## config.mk

```make
export PLATFORM = sky130hd
export DESIGN_NAME = xsk_core
export DESIGN_NICKNAME = d
export VERILOG_FILES = /design/src/xsk_pkg.sv /design/src/xsk_alu.sv /design/src/xsk_core.sv /design/src/xsk_dmem.sv
export SDC_FILE = /design/constraint.sdc
export NUM_CORES = 2
export LEC_CHECK = 0
export BUFFER_PORTS_ARGS = -buffer_cell sky130_fd_sc_hd__buf_4
export CAP_MARGIN = 20
export CORE_MARGIN = 10
export CORE_UTILIZATION = 28
export DETAILED_ROUTE_END_ITERATION = 10
export HOLD_SLACK_MARGIN = 0.08
export PLACE_DENSITY_LB_ADDON = 0.05
export REMOVE_ABC_BUFFERS = 1
export SLEW_MARGIN = 20
export SYNTH_ARGS = -nofsm -noshare
export SYNTH_HDL_FRONTEND = slang
export SYNTH_SLANG_ARGS = --single-unit
```

## constraint.sdc

```tcl
create_clock -name clk -period 16.5 [get_ports clk]
set_input_delay 0.825 -clock clk [delete_from_list [all_inputs] [get_ports clk]]
set_output_delay 0.825 -clock clk [all_outputs]
set_load 0.01 [all_outputs]
```

## src/xsk_pkg.sv

```systemverilog
// Purpose: Shared constants and types for the extended skip/table execute block
// Assumes: 32-bit APB data, 8-bit data memory, 16-bit program words
// Notes: Register map is word aligned; data memory window sits at its own base
package xsk_pkg;

   // ----------------------------------------
   // Register map (byte addresses)
   // ----------------------------------------
   localparam int XSK_APB_AW = 12;
   localparam logic [11:0] XSK_OFF_INSTR = 12'h000;
   localparam logic [11:0] XSK_OFF_ACC = 12'h004;
   localparam logic [11:0] XSK_OFF_FLAGS = 12'h008;
   localparam logic [11:0] XSK_OFF_PTR_LO = 12'h00c;
   localparam logic [11:0] XSK_OFF_PTR_HI = 12'h010;
   localparam logic [11:0] XSK_OFF_TAB_HI = 12'h014;
   localparam logic [11:0] XSK_OFF_STATE = 12'h018;
   localparam logic [11:0] XSK_OFF_PAGE = 12'h01c;
   localparam logic [1:0] XSK_MEM_SEL = 2'h1; // paddr[11:10]: data memory window

   // ----------------------------------------
   // Field positions and reset values
   // ----------------------------------------
   localparam int XSK_INSTR_W = 16; // op [4:0], addr [12:5], bit [15:13]
   localparam int XSK_FLAGS_W = 6; // Carry at bit 0, chained zero at bit 5
   localparam int XSK_ST_BUSY = 0;
   localparam int XSK_ST_SKIP_PEND = 1;
   localparam int XSK_ST_LAST_SKIP = 2;
   localparam int XSK_ST_BAD_OP = 3;
   localparam int XSK_ST_SUPP_LSB = 8; // 8-bit count of suppressed instructions
   localparam logic [7:0] XSK_BYTE_RST = 8'h00;
   localparam logic [7:0] XSK_ONES = 8'hff;
   localparam logic [1:0] XSK_ACK_ISSUE = 2'h0;
   localparam logic [1:0] XSK_ACK_DATA = 2'h1;
   localparam logic [1:0] XSK_ACK_DONE = 2'h2;

   // ----------------------------------------
   // Types
   // ----------------------------------------
   typedef enum logic [4:0] {
      XSK_DEC_SKIP_ZERO = 5'h00,
      XSK_DEC_SKIP_ZERO_TO_ACC = 5'h01,
      XSK_FILL_ONES = 5'h02,
      XSK_SET_BIT = 5'h03,
      XSK_INC_SKIP_ZERO = 5'h04,
      XSK_INC_SKIP_ZERO_TO_ACC = 5'h05,
      XSK_SKIP_NONZERO = 5'h06,
      XSK_SUBTRACT_BYTE = 5'h07,
      XSK_SUBTRACT_BYTE_WRITEBACK = 5'h08,
      XSK_NIBBLE_EXCHANGE = 5'h09,
      XSK_NIBBLE_EXCHANGE_TO_ACC = 5'h0a,
      XSK_SKIP_WHEN_ZERO = 5'h0b,
      XSK_COPY_SKIP_WHEN_ZERO = 5'h0c,
      XSK_SKIP_BIT_CLEAR = 5'h0d,
      XSK_TABLE_READ_CURRENT_PAGE = 5'h0e,
      XSK_TABLE_READ_FINAL_PAGE = 5'h0f,
      XSK_PREINC_TABLE_READ = 5'h10,
      XSK_PREINC_TABLE_READ_FINAL_PAGE = 5'h11,
      XSK_EXCLUSIVE_OR_TO_ACC = 5'h12,
      XSK_EXCLUSIVE_OR_TO_MEMORY = 5'h13
   } xsk_op_t;

   typedef struct packed {
      logic chained_zero_flag;
      logic signed_carry_flag;
      logic overflow_flag;
      logic zero_flag;
      logic aux_carry_flag;
      logic carry_flag;
   } xsk_flags_t;

   typedef struct packed {
      logic [2:0] bit_sel;
      logic [7:0] addr;
      xsk_op_t op;
   } xsk_instr_t;

   typedef struct packed {
      logic [7:0] res;
      logic wr_acc;
      logic wr_mem;
      logic wr_flags;
      logic skip;
      logic known;
      xsk_flags_t flags;
   } xsk_alu_t;

endpackage

```

## src/xsk_alu.sv

```systemverilog
// Purpose: Result, destination, skip and flag logic for one instruction
// Assumes: Operand byte already read from data memory
// Notes: Purely combinational; the caller registers everything
`timescale 1ns/1ps
module xsk_alu
   import xsk_pkg::*;
(
   input wire xsk_instr_t instr,
   input wire logic [7:0] acc,
   input wire logic [7:0] mbyte,
   input wire xsk_flags_t flags_in,
   output xsk_alu_t out
);

   // Accumulator minus byte with full flag set
   function automatic xsk_flags_t sub_flags(input logic [7:0] a, input logic [7:0] m);
      logic [8:0] d;
      logic [4:0] dl;
      xsk_flags_t f;
      d = {1'b0, a} - {1'b0, m};
      dl = {1'b0, a[3:0]} - {1'b0, m[3:0]};
      f.carry_flag = ~d[8];
      f.aux_carry_flag = ~dl[4];
      f.zero_flag = (d[7:0] == 8'h00);
      f.overflow_flag = (a[7] ^ m[7]) & (a[7] ^ d[7]);
      f.signed_carry_flag = f.overflow_flag ^ d[7];
      f.chained_zero_flag = f.zero_flag;
      return f;
   endfunction

   logic [7:0] dec;
   logic [7:0] inc;
   logic [7:0] swp;
   logic [7:0] xr;

   assign dec = mbyte - 8'h01;
   assign inc = mbyte + 8'h01;
   assign swp = {mbyte[3:0], mbyte[7:4]};
   assign xr = acc ^ mbyte;

   // Decode of one operation
   always_comb begin
      out = '0;
      out.flags = flags_in;
      out.known = 1'b1;
      case (instr.op)
         XSK_DEC_SKIP_ZERO: begin
            out.res = dec;
            out.wr_mem = 1'b1;
            out.skip = (dec == 8'h00);
         end
         XSK_DEC_SKIP_ZERO_TO_ACC: begin
            out.res = dec;
            out.wr_acc = 1'b1;
            out.skip = (dec == 8'h00);
         end
         XSK_FILL_ONES: begin
            out.res = XSK_ONES;
            out.wr_mem = 1'b1;
         end
         XSK_SET_BIT: begin
            out.res = mbyte | (8'h01 << instr.bit_sel);
            out.wr_mem = 1'b1;
         end
         XSK_INC_SKIP_ZERO: begin
            out.res = inc;
            out.wr_mem = 1'b1;
            out.skip = (inc == 8'h00);
         end
         XSK_INC_SKIP_ZERO_TO_ACC: begin
            out.res = inc;
            out.wr_acc = 1'b1;
            out.skip = (inc == 8'h00);
         end
         XSK_SKIP_NONZERO: begin
            out.skip = (mbyte != 8'h00);
         end
         XSK_SUBTRACT_BYTE: begin
            out.res = acc - mbyte;
            out.wr_acc = 1'b1;
            out.wr_flags = 1'b1;
            out.flags = sub_flags(acc, mbyte);
         end
         XSK_SUBTRACT_BYTE_WRITEBACK: begin
            out.res = acc - mbyte;
            out.wr_mem = 1'b1;
            out.wr_flags = 1'b1;
            out.flags = sub_flags(acc, mbyte);
         end
         XSK_NIBBLE_EXCHANGE: begin
            out.res = swp;
            out.wr_mem = 1'b1;
         end
         XSK_NIBBLE_EXCHANGE_TO_ACC: begin
            out.res = swp;
            out.wr_acc = 1'b1;
         end
         XSK_SKIP_WHEN_ZERO: begin
            out.skip = (mbyte == 8'h00);
         end
         XSK_COPY_SKIP_WHEN_ZERO: begin
            out.res = mbyte;
            out.wr_acc = 1'b1;
            out.skip = (mbyte == 8'h00);
         end
         XSK_SKIP_BIT_CLEAR: begin
            out.skip = ~mbyte[instr.bit_sel];
         end
         XSK_EXCLUSIVE_OR_TO_ACC: begin
            out.res = xr;
            out.wr_acc = 1'b1;
            out.wr_flags = 1'b1;
            out.flags.zero_flag = (xr == 8'h00);
         end
         XSK_EXCLUSIVE_OR_TO_MEMORY: begin
            out.res = xr;
            out.wr_mem = 1'b1;
            out.wr_flags = 1'b1;
            out.flags.zero_flag = (xr == 8'h00);
         end
         XSK_TABLE_READ_CURRENT_PAGE, XSK_TABLE_READ_FINAL_PAGE,
         XSK_PREINC_TABLE_READ, XSK_PREINC_TABLE_READ_FINAL_PAGE: begin
            out.known = 1'b1; // Handled by the fetch states
         end
         default: begin
            out.known = 1'b0;
         end
      endcase
   end

endmodule

```

## src/xsk_core.sv

```systemverilog
// Purpose: Execute stage for extended skip, set, subtract, swap, xor and table reads
// Assumes: APB master on clk; program memory answers one cycle after prog_rd
// Notes: Software issues one instruction per write; busy stalls the bus
//
// The APB slave port and the register addresses were chosen for this implementation.
`timescale 1ns/1ps
module xsk_core
   import xsk_pkg::*;
#(
   parameter int PW = 13,
   parameter int DEPTH = 256
) (
   input wire logic clk,
   input wire logic rstn,
   input wire logic psel,
   input wire logic penable,
   input wire logic pwrite,
   input wire logic [XSK_APB_AW-1:0] paddr,
   input wire logic [31:0] pwdata,
   input wire logic [3:0] pstrb,
   output logic [31:0] prdata,
   output logic pready,
   output logic pslverr,
   output logic prog_rd,
   output logic [PW-1:0] prog_addr,
   input wire logic [15:0] prog_data,
   output logic busy
);

   // ----------------------------------------
   // Types and state
   // ----------------------------------------
   typedef enum logic [5:0] {
      XSK_IDLE = 6'b000001,
      XSK_MREAD = 6'b000010,
      XSK_EXEC = 6'b000100,
      XSK_PFETCH = 6'b001000,
      XSK_PWAIT = 6'b010000,
      XSK_DUMMY = 6'b100000
   } xsk_state_t;

   localparam logic [PW-9:0] LAST_PAGE = '1;

   xsk_state_t state, next_state;
   xsk_instr_t ir, next_ir;
   xsk_flags_t flags, next_flags;
   logic [7:0] acc, next_acc;
   logic [7:0] ptr_lo, next_ptr_lo;
   logic [7:0] ptr_hi, next_ptr_hi;
   logic [7:0] tab_hi, next_tab_hi;
   logic [PW-9:0] page, next_page;
   logic skip_pend, next_skip_pend;
   logic last_skip, next_last_skip;
   logic bad_op, next_bad_op;
   logic [7:0] supp_cnt, next_supp_cnt;
   logic [1:0] ack, next_ack;
   logic [31:0] next_prdata;
   logic next_pready, next_pslverr;
   logic next_prog_rd;
   logic [PW-1:0] next_prog_addr;
   logic next_busy;

   logic mem_we;
   logic [7:0] mem_addr;
   logic [7:0] mem_wd;
   logic [7:0] mem_q;
   xsk_alu_t alu;

   logic acc_phase;
   logic done;
   logic wr_done;
   logic in_mem;
   logic mapped;
   logic is_table;

   // Decode helper: register offset match on the word address
   function automatic logic hit(input logic [11:0] a, input logic [11:0] off);
      return (a[11:2] == off[11:2]);
   endfunction

   // ----------------------------------------
   // Submodules
   // ----------------------------------------
   xsk_dmem #(
      .DEPTH(DEPTH),
      .AW(8)
   ) u_dmem (
      .clk(clk),
      .we(mem_we),
      .addr(mem_addr),
      .wdata(mem_wd),
      .q(mem_q)
   );

   xsk_alu u_alu (
      .instr(ir),
      .acc(acc),
      .mbyte(mem_q),
      .flags_in(flags),
      .out(alu)
   );

   // ----------------------------------------
   // Bus decode
   // ----------------------------------------
   // Bus only served while idle; that is the back-pressure on instruction issue
   assign acc_phase = psel && penable && (state == XSK_IDLE);
   assign done = psel && penable && pready;
   assign wr_done = done && pwrite && pstrb[0];
   assign in_mem = (paddr[11:10] == XSK_MEM_SEL);
   assign is_table = (ir.op == XSK_TABLE_READ_CURRENT_PAGE)
      || (ir.op == XSK_TABLE_READ_FINAL_PAGE)
      || (ir.op == XSK_PREINC_TABLE_READ)
      || (ir.op == XSK_PREINC_TABLE_READ_FINAL_PAGE);

   // Address map check, unmapped offsets answer with an error
   always_comb begin
      if (in_mem) begin
         mapped = 1'b1;
      end else if (hit(paddr, XSK_OFF_INSTR) || hit(paddr, XSK_OFF_ACC)) begin
         mapped = 1'b1;
      end else if (hit(paddr, XSK_OFF_FLAGS) || hit(paddr, XSK_OFF_PTR_LO)) begin
         mapped = 1'b1;
      end else if (hit(paddr, XSK_OFF_PTR_HI) || hit(paddr, XSK_OFF_TAB_HI)) begin
         mapped = 1'b1;
      end else if (hit(paddr, XSK_OFF_STATE) || hit(paddr, XSK_OFF_PAGE)) begin
         mapped = 1'b1;
      end else begin
         mapped = 1'b0;
      end
   end

   // ----------------------------------------
   // Data memory port sharing
   // ----------------------------------------
   // Core owns the port while busy, the bus window only while idle
   always_comb begin
      mem_we = 1'b0;
      mem_addr = ir.addr;
      mem_wd = alu.res;
      if (state == XSK_IDLE) begin
         mem_addr = paddr[9:2];
         mem_wd = pwdata[7:0];
         mem_we = wr_done && in_mem && !pslverr;
      end else if (state == XSK_EXEC) begin
         mem_we = alu.wr_mem;
      end else if (state == XSK_PWAIT) begin
         mem_wd = prog_data[7:0];
         mem_we = 1'b1;
      end
   end

   // ----------------------------------------
   // Bus answer sequencing
   // ----------------------------------------
   // Three-step answer: issue read, capture data, hold pready one cycle
   always_comb begin
      next_ack = ack;
      next_pready = 1'b0;
      next_pslverr = 1'b0;
      next_prdata = prdata;
      if (done) begin
         next_ack = XSK_ACK_ISSUE;
      end else if (acc_phase && ack == XSK_ACK_ISSUE) begin
         next_ack = XSK_ACK_DATA;
      end else if (acc_phase && ack == XSK_ACK_DATA) begin
         next_ack = XSK_ACK_DONE;
         next_pready = 1'b1;
         next_pslverr = !mapped;
         next_prdata = 32'h0000_0000;
         if (!pwrite) begin
            if (in_mem) begin
               next_prdata[7:0] = mem_q;
            end else if (hit(paddr, XSK_OFF_ACC)) begin
               next_prdata[7:0] = acc;
            end else if (hit(paddr, XSK_OFF_FLAGS)) begin
               next_prdata[XSK_FLAGS_W-1:0] = flags;
            end else if (hit(paddr, XSK_OFF_PTR_LO)) begin
               next_prdata[7:0] = ptr_lo;
            end else if (hit(paddr, XSK_OFF_PTR_HI)) begin
               next_prdata[7:0] = ptr_hi;
            end else if (hit(paddr, XSK_OFF_TAB_HI)) begin
               next_prdata[7:0] = tab_hi;
            end else if (hit(paddr, XSK_OFF_PAGE)) begin
               next_prdata[PW-9:0] = page;
            end else if (hit(paddr, XSK_OFF_STATE)) begin
               next_prdata[XSK_ST_SKIP_PEND] = skip_pend;
               next_prdata[XSK_ST_LAST_SKIP] = last_skip;
               next_prdata[XSK_ST_BAD_OP] = bad_op;
               next_prdata[XSK_ST_SUPP_LSB +: 8] = supp_cnt;
            end else begin
               next_prdata[XSK_INSTR_W-1:0] = ir;
            end
         end
      end
   end

   // ----------------------------------------
   // Execute sequencer
   // ----------------------------------------
   // Next state, architectural registers and program fetch
   always_comb begin
      next_state = state;
      next_ir = ir;
      next_flags = flags;
      next_acc = acc;
      next_ptr_lo = ptr_lo;
      next_ptr_hi = ptr_hi;
      next_tab_hi = tab_hi;
      next_page = page;
      next_skip_pend = skip_pend;
      next_last_skip = last_skip;
      next_bad_op = bad_op;
      next_supp_cnt = supp_cnt;
      next_prog_rd = 1'b0;
      next_prog_addr = prog_addr;
      case (state)
         XSK_IDLE: begin
            if (wr_done && !in_mem && !pslverr) begin
               if (hit(paddr, XSK_OFF_INSTR)) begin
                  next_ir = pwdata[XSK_INSTR_W-1:0];
                  if (skip_pend) begin
                     // Fetched but not executed: no write of any kind
                     next_skip_pend = 1'b0;
                     next_supp_cnt = supp_cnt + 8'h01;
                     next_state = XSK_DUMMY;
                  end else begin
                     next_state = XSK_MREAD;
                  end
               end else if (hit(paddr, XSK_OFF_ACC)) begin
                  next_acc = pwdata[7:0];
               end else if (hit(paddr, XSK_OFF_FLAGS)) begin
                  next_flags = pwdata[XSK_FLAGS_W-1:0];
               end else if (hit(paddr, XSK_OFF_PTR_LO)) begin
                  next_ptr_lo = pwdata[7:0];
               end else if (hit(paddr, XSK_OFF_PTR_HI)) begin
                  next_ptr_hi = pwdata[7:0];
               end else if (hit(paddr, XSK_OFF_PAGE)) begin
                  next_page = pwdata[PW-9:0];
               end
            end
         end
         XSK_MREAD: begin
            if (is_table) begin
               next_state = XSK_PFETCH;
               next_prog_rd = 1'b1;
               case (ir.op)
                  XSK_TABLE_READ_CURRENT_PAGE: begin
                     next_prog_addr = {page, ptr_lo};
                  end
                  XSK_TABLE_READ_FINAL_PAGE: begin
                     next_prog_addr = {LAST_PAGE, ptr_lo};
                  end
                  XSK_PREINC_TABLE_READ: begin
                     next_ptr_lo = ptr_lo + 8'h01;
                     next_prog_addr = {ptr_hi[PW-9:0], next_ptr_lo};
                  end
                  default: begin
                     next_ptr_lo = ptr_lo + 8'h01;
                     next_prog_addr = {LAST_PAGE, next_ptr_lo};
                  end
               endcase
            end else begin
               next_state = XSK_EXEC;
            end
         end
         XSK_EXEC: begin
            if (alu.wr_acc) begin
               next_acc = alu.res;
            end
            if (alu.wr_flags) begin
               next_flags = alu.flags;
            end
            next_bad_op = !alu.known;
            next_last_skip = alu.skip;
            if (alu.skip) begin
               next_skip_pend = 1'b1;
               next_state = XSK_DUMMY;
            end else begin
               next_state = XSK_IDLE;
            end
         end
         XSK_PFETCH: begin
            next_state = XSK_PWAIT;
         end
         XSK_PWAIT: begin
            next_tab_hi = prog_data[15:8];
            next_last_skip = 1'b0;
            next_bad_op = 1'b0;
            next_state = XSK_IDLE;
         end
         XSK_DUMMY: begin
            next_state = XSK_IDLE;
         end
         default: begin
            next_state = XSK_IDLE;
         end
      endcase
      next_busy = (next_state != XSK_IDLE);
   end

   // ----------------------------------------
   // Registers
   // ----------------------------------------
   // Every output leaves a flip-flop
   always_ff @(posedge clk or negedge rstn) begin
      if (!rstn) begin
         state <= XSK_IDLE;
         ir <= '0;
         flags <= '0;
         acc <= XSK_BYTE_RST;
         ptr_lo <= XSK_BYTE_RST;
         ptr_hi <= XSK_BYTE_RST;
         tab_hi <= XSK_BYTE_RST;
         page <= '0;
         skip_pend <= 1'b0;
         last_skip <= 1'b0;
         bad_op <= 1'b0;
         supp_cnt <= XSK_BYTE_RST;
         ack <= XSK_ACK_ISSUE;
         prdata <= 32'h0000_0000;
         pready <= 1'b0;
         pslverr <= 1'b0;
         prog_rd <= 1'b0;
         prog_addr <= '0;
         busy <= 1'b0;
      end else begin
         state <= next_state;
         ir <= next_ir;
         flags <= next_flags;
         acc <= next_acc;
         ptr_lo <= next_ptr_lo;
         ptr_hi <= next_ptr_hi;
         tab_hi <= next_tab_hi;
         page <= next_page;
         skip_pend <= next_skip_pend;
         last_skip <= next_last_skip;
         bad_op <= next_bad_op;
         supp_cnt <= next_supp_cnt;
         ack <= next_ack;
         prdata <= next_prdata;
         pready <= next_pready;
         pslverr <= next_pslverr;
         prog_rd <= next_prog_rd;
         prog_addr <= next_prog_addr;
         busy <= next_busy;
      end
   end

endmodule

```

## src/xsk_dmem.sv

```systemverilog
// Purpose: Single-port data memory with registered read data
// Assumes: One access per cycle, a read during a write returns the old contents
// Notes: Contents are not reset, as in a real RAM
`timescale 1ns/1ps
module xsk_dmem #(
   parameter int DEPTH = 256,
   parameter int AW = 8
) (
   input wire logic clk,
   input wire logic we,
   input wire logic [AW-1:0] addr,
   input wire logic [7:0] wdata,
   output logic [7:0] q
);

   logic [7:0] mem [DEPTH];

   // Write port and registered read
   always_ff @(posedge clk) begin
      if (we) begin
         mem[addr] <= wdata;
      end
      q <= mem[addr];
   end

endmodule

```

# Word level (Yosys, flattened, before mapping)
# Memories as Yosys holds them, arrays and structs flattened. A register that Yosys moved wholly into a read port is not among the register bits.
# Cells that the tools add are included.
[totals]
out_inout_bits = 49
reg_bits = 111
ramBits = 2048
mem_count = 1
[op_classes]
bitwise_logic = 16
order_cmp = 1
muxes = 98
add_sub_neg = 7
shifts = 1
reduce_logical = 57
n_eq_ne = 49
[mem_list]
columns = ["memory", "words", "width", "rd", "rd_clocked_by_memory_dff", "wr", "line_no", "source"]
rows = [
  ["u_dmem.mem", 256, 8, 1, 1, 1, "xsk_dmem.sv:16", "logic [7:0] mem [DEPTH];"],
]
[op_table]
columns = ["op", "n"]
rows = [
  ["$mux 8", 26],
  ["$pmux 8 s8", 1],
  ["$mux 6", 10],
  ["$mux 4", 13],
  ["$eq 10x3->1 const B", 4],
  ["$eq 5x4->1 const B", 8],
  ["$logic_not 8->1", 5],
  ["$pmux 13 s3", 1],
  ["$pmux 8 s2", 2],
  ["$mux 1", 27],
  ["$add 8x1->8 const B", 3],
  ["$pmux 6 s4", 1],
  ["$reduce_and 7->1", 3],
  ["$eq 10x2->1 const B", 2],
  ["$eq 5x3->1 const B", 4],
  ["$eq 5x5->1 const B", 4],
  ["$reduce_or 20->1", 1],
  ["$ne 2x2->1 const B", 9],
  ["$mux 16", 1],
  ["$reduce_and 8->1", 2],
  ["$reduce_or 2->1", 7],
  ["$pmux 6 s2", 1],
  ["$logic_and 1x1->1", 11],
  ["$mux 11", 1],
  ["45 further kinds", 82],
]

# Longest topological paths before layout
[depth]
depth_word = 21
ltp_mapped = 17
ltp_nobuf = 16

# Hierarchy
# A second synthesis with hierarchy kept.
[hier_totals]
cells_unflattened = 4435
area_unflattened_um2 = 86355.3
[by_module_without_submodules]
columns = ["module", "area_each_um2", "cells_per_inst", "n_inst"]
rows = [
  ["xsk_dmem", 78492.8, 3547, 1],
  ["xsk_core", 6234.7, 649, 1],
  ["xsk_alu", 1627.8, 239, 1],
]

# Least setup slack after synthesis
# OpenSTA, ideal clock, no wires.
[synth_timing]
kind = "flip-flop to flip-flop"
start = "register u_dmem.q[2] (read register of u_dmem.mem)"
end = "memory u_dmem.mem[0][7], data pin"
path_slack_ns = 5.310
arrival_ns = 9.611
required_ns = 14.921
n_path_buf = 1
period_less_slack_ns = 11.190
setup_ns = 1.579
stages_incl_launch_ff = 16
path_cell_list = "dfxtp_1 -> clkbuf_1 -> inv_1 -> ha_1 -> a21o_1 -> and2_1 -> o21a_1 -> o21ai_0 -> a21boi_0 -> nor2_1 -> fa_1 -> nor2b_1 -> a2111oi_0 -> nand2_1 -> o21ai_0 -> a21oi_1"
[synth_between]
elab_chain_len = 5
elab_cells_between_ends = 7
cone_classes = "add/sub: 3; mux: 4"
[synth_rtl]
columns = ["item", "line_no", "source"]
rows = [
  ["start, declared", "xsk_dmem.sv:13", "output logic [7:0] q"],
  ["$sub 8x8->8 (tied with other cells)", "xsk_alu.sv:79, xsk_alu.sv:85", ""],
  ["$pmux 8 s8 *", "xsk_alu.sv:46", "case (instr.op)"],
  ["$mux 8", "xsk_core.sv:147", "end else if (state == XSK_PWAIT) begin"],
  ["$mux 8 *", "xsk_core.sv:145", "end else if (state == XSK_EXEC) begin"],
  ["$mux 8 *", "xsk_core.sv:141", "if (state == XSK_IDLE) begin"],
  ["via mem_wd[7]", "xsk_core.sv:65", "logic [7:0] mem_wd;"],
  ["end, declared", "xsk_dmem.sv:16", ""],
]
# The timed path passes the listed nets; every way through them passes the cells marked *.

# Worst setup path after layout
[layout_timing]
start = "register state[1]"
end = "register u_dmem.q[5] (read register of u_dmem.mem)"
[layout_between]
elab_chain_len = 2
[layout_rtl]
columns = ["item", "line_no", "source"]
rows = [
  ["start, declared", "xsk_core.sv:44", "xsk_state_t state, next_state;"],
  ["start signal, assigned", "xsk_core.sv:328", "state <= next_state;"],
  ["$eq 6x1->1", "xsk_core.sv:141", ""],
  ["$mux 8", "xsk_core.sv:141", ""],
]
# Every way passes these cells.
# A chain may end at the register's enable or synchronous reset.

==> impl_metrics.yaml <==
synth:
  synth_area_leaders: "edfxtp_1, mux2i_1, nand2_1"
  ys_types: 98
  ys_seq_elements: 2167
  netlist_area_um2: 90000
  yosysTopAreaCellShare: 0.683
  synth_cells: 6246
  async_flop_share: 0.0512
  synth_area_leader_cell: "edfxtp_1"
  syn_area_per_cell_um2: 14.4
  synth_flop_cell: "edfxtp_1"
  ys_warn_count: 0
  synth-edff-count: 2048
  yosysSeqAreaShare: 0.716
clocking:
  clkTransAtPathRegs_ns: 0.06
  postCtsSetupBuffers: 0
  cts_sinks: 2167
  cts_buffers: 266
  clock_latency_ns: 0.92
  cts_buffer_depth: 4
  cts_tree: "yes"
  cts_root_buffer: "clkbuf_16"
  cts_max_level: 5
  cts_resized: 0
global_routing:
  grt_first_pass_wirelength_um: 567000
  grt.busiest_layer: "met2"
  grt-ovfl-total: 0
  grt_use_total: 0.240
  grt_max_degree: 161
  met3_usage: 0.0406
  met2_usage: 0.377
  met1_usage: 0.334
  antenna_found_initial: 59
  first_global_vias: 57500
critical_path:
  end_kind: "flip-flop"
  critPathKind: "reg2reg"
  cp-start-kind: "flip-flop"
  reg2reg_setup_slack_ns: 9.10
  crit_end: "u_dmem.q[5]"
  crit_path_start: "state[1]"
  cp_max_fo: 80
  cp.required_ns: 17.08
  cp.arrival_ns: 7.98
  reg2reg_from: "state[1]"
  worstRegToRegCells: 13
  r2r-end: "u_dmem.q[5]"
route:
  antenna_left: 0
  first_iter_violations: 7537
  finalWirelength_um: 434000
  first_pass_iters: 6
  drc: 0
  vias_per_cell: 5.45
  wire_per_inst_um: 39.4
  vias: 60000
sta:
  tightest_slew_ns: 1.32
  max_freq_mhz: 135
  fin_crit_ns: 7.40
  rsz0062_at_grt: "false"
  tns_ns: 0
  setup_viol: 0
  maxSlewHeadroom: 0.114
  timing.final.crit_share: 0.448
  fin_skew_ns: 0.0660
  hold_viol: 0
  report.final.slew_viol_count: 0
place:
  globalplace.congestion: 0.912
  dp.cells: 10500
  io_buffer_count: 80
  hpwl_um: 286000
power:
  leakagePower_nw: 35.0
  p_per_area_nw_per_um2: 119
  ir_drop_mv: 0.0670
die:
  initial_core_util: 0.281
  ios: 118
  coreArea_um2: 321000
  die_x_um: 587
  die-height_um: 587
  die_area_um2: 345000
  rows: 208
run:
  maxCapViolCount: 0
final_layout:
  layout.nets: 6547
  drive_gt1_frac: 0.158
  syn_to_final_growth_pct: 17.4
  final_common_cell: "edfxtp_1"
  final_cell_mix: "edfxtp_1, nand2_1, mux2i_1, nor2_1, buf_4"
  finalNonFillerCells: 11000
hold_path:
  hp-class: "in2reg"
run_status:
  run_status: "complete, no violations"
## metrics by stage
| step | setup WS [ns] | hold WS [ns] | instance area [um2] | power [W] | util |
|---|---|---|---|---|---|
| 6_report | 9.10 | 0.143 | 106000 | 0.0126 | 0.329 |
| 5_1_grt | 9.20 | 0.123 | 106000 | 0.0129 | 0.329 |
| 4_1_cts | 9.34 | 0.0817 | 105000 | 0.0127 | 0.329 |
| 3_5_place_dp | 8.86 | 0.468 | 97200 | 0.00695 | 0.303 |
| 3_3_place_gp | 8.88 | 0.470 | 97000 | 0.00694 | 0.303 |
| 2_1_floorplan | 0.0736 | 0.444 | 88100 | 0.00659 | - |
## registers in the layout (all words and copies together), names as in the netlist, 2 cells and up
| signal | flops |
|---|---|
| u_dmem.mem | 2048 |
| ir | 16 |
| prdata | 16 |
| prog_addr | 13 |
| acc | 8 |
| ptr_hi | 8 |
| ptr_lo | 8 |
| supp_cnt | 8 |
| tab_hi | 8 |
| u_dmem.q | 8 |
| flags | 6 |
| state | 6 |
| page | 5 |
| ack | 2 |
## cell usage after synthesis (35+ instances only)
| master | count |
|---|---|
| a21oi_1 | 259 |
| a211oi_1 | 67 |
| and3_1 | 74 |
| buf_4 | 37 |
| buf_2 | 109 |
| a2111oi_0 | 35 |
| clkbuf_1 | 219 |
| buf_1 | 48 |
| nand3_1 | 167 |
| o21ai_0 | 159 |
| nor2_1 | 411 |
| nor3_1 | 164 |
| nand4_1 | 54 |
| mux4_2 | 78 |
| mux2_2 | 81 |
| dfrtp_1 | 110 |
| edfxtp_1 | 2048 |
| o22ai_1 | 138 |
| nor4_1 | 66 |
| mux2i_1 | 470 |
| nand2_1 | 787 |
| a31oi_1 | 74 |
| a22oi_1 | 35 |
| a311oi_1 | 36 |
## what timing repair did
item / in CTS / in global routing
hold buffers: 1 / 0
setup endpoints to repair: 0 / 0
endpoints found under the hold margin: 43 / 0
## cell type report
| class | count | area [um2] |
|---|---|---|
| Inverter | 25 | 93.8 |
| Antenna cell | 29 | 72.6 |
| Multi-Input combinational cell | 3646 | 24500 |
| Clock buffer | 333 | 7000 |
| Fill cell | 31600 | 215000 |
| Clock inverter | 142 | 1290 |
| Tap cell | 4305 | 5390 |
| Timing Repair Buffer | 356 | 2840 |
| Sequential cell | 2167 | 64400 |
## worst min-delay path by stage
stage,startpoint,slack [ns],cells past startpoint,end
final,penable,0.14,2,ack[1]
after global routing,penable,0.12,2,ack[1]
after CTS,penable,0.08,2,ack[1]
after detailed placement,supp_cnt[7],0.47,1,supp_cnt[7]
after global placement,prog_addr[12],0.47,2,prog_addr[12]
after floorplan,supp_cnt[7],0.44,1,supp_cnt[7]
## per-layer routing
| metal | share of wire | vias up |
|---|---|---|
| met4 | 0.045 | 14 |
| li1 | - | 24700 |
| met3 | 0.070 | 625 |
| met1 | 0.43 | 32000 |
| met2 | 0.45 | 2599 |
| met5 | 0.00021 | - |
## cells by family after synthesis
kind of cell | after synthesis | share of synthesized area
AO/OA/AOI/OAI | 1079 | 0.0796
XOR/XNOR | 23 | 0.00224
adder cells (fa/ha/maj) | 16 | 0.00239
buffers and inverters | 448 | 0.0226
flip-flops | 2167 | 0.716
multiplexers | 633 | 0.0825
other | 1 | 0.0000417
AND/OR/NAND/NOR | 1879 | 0.0947
## worst max-delay path, cell delays in order (launching register included)
cell and delay [ns]:
dfrtp_1 0.51, or3_2 0.60, o21ai_4 0.12, buf_4 0.32, nand2_8 0.42, buf_12 0.54, buf_12 0.50, buf_4 0.60
mux2i_1 0.40, o32ai_1 0.13, or4_1 0.62, or4_1 0.59, nor4_1 0.82, nand4_1 0.59
## power breakdown
part,internal [W],leakage (nW),switching [W]
logic,0.000188,11.0,0.000589
registers,0.00603,19.9,0.0000280
clock network,0.00326,4.04,0.00246
total,0.00947,35.0,0.00308
Power figures use the tool's default switching activity.
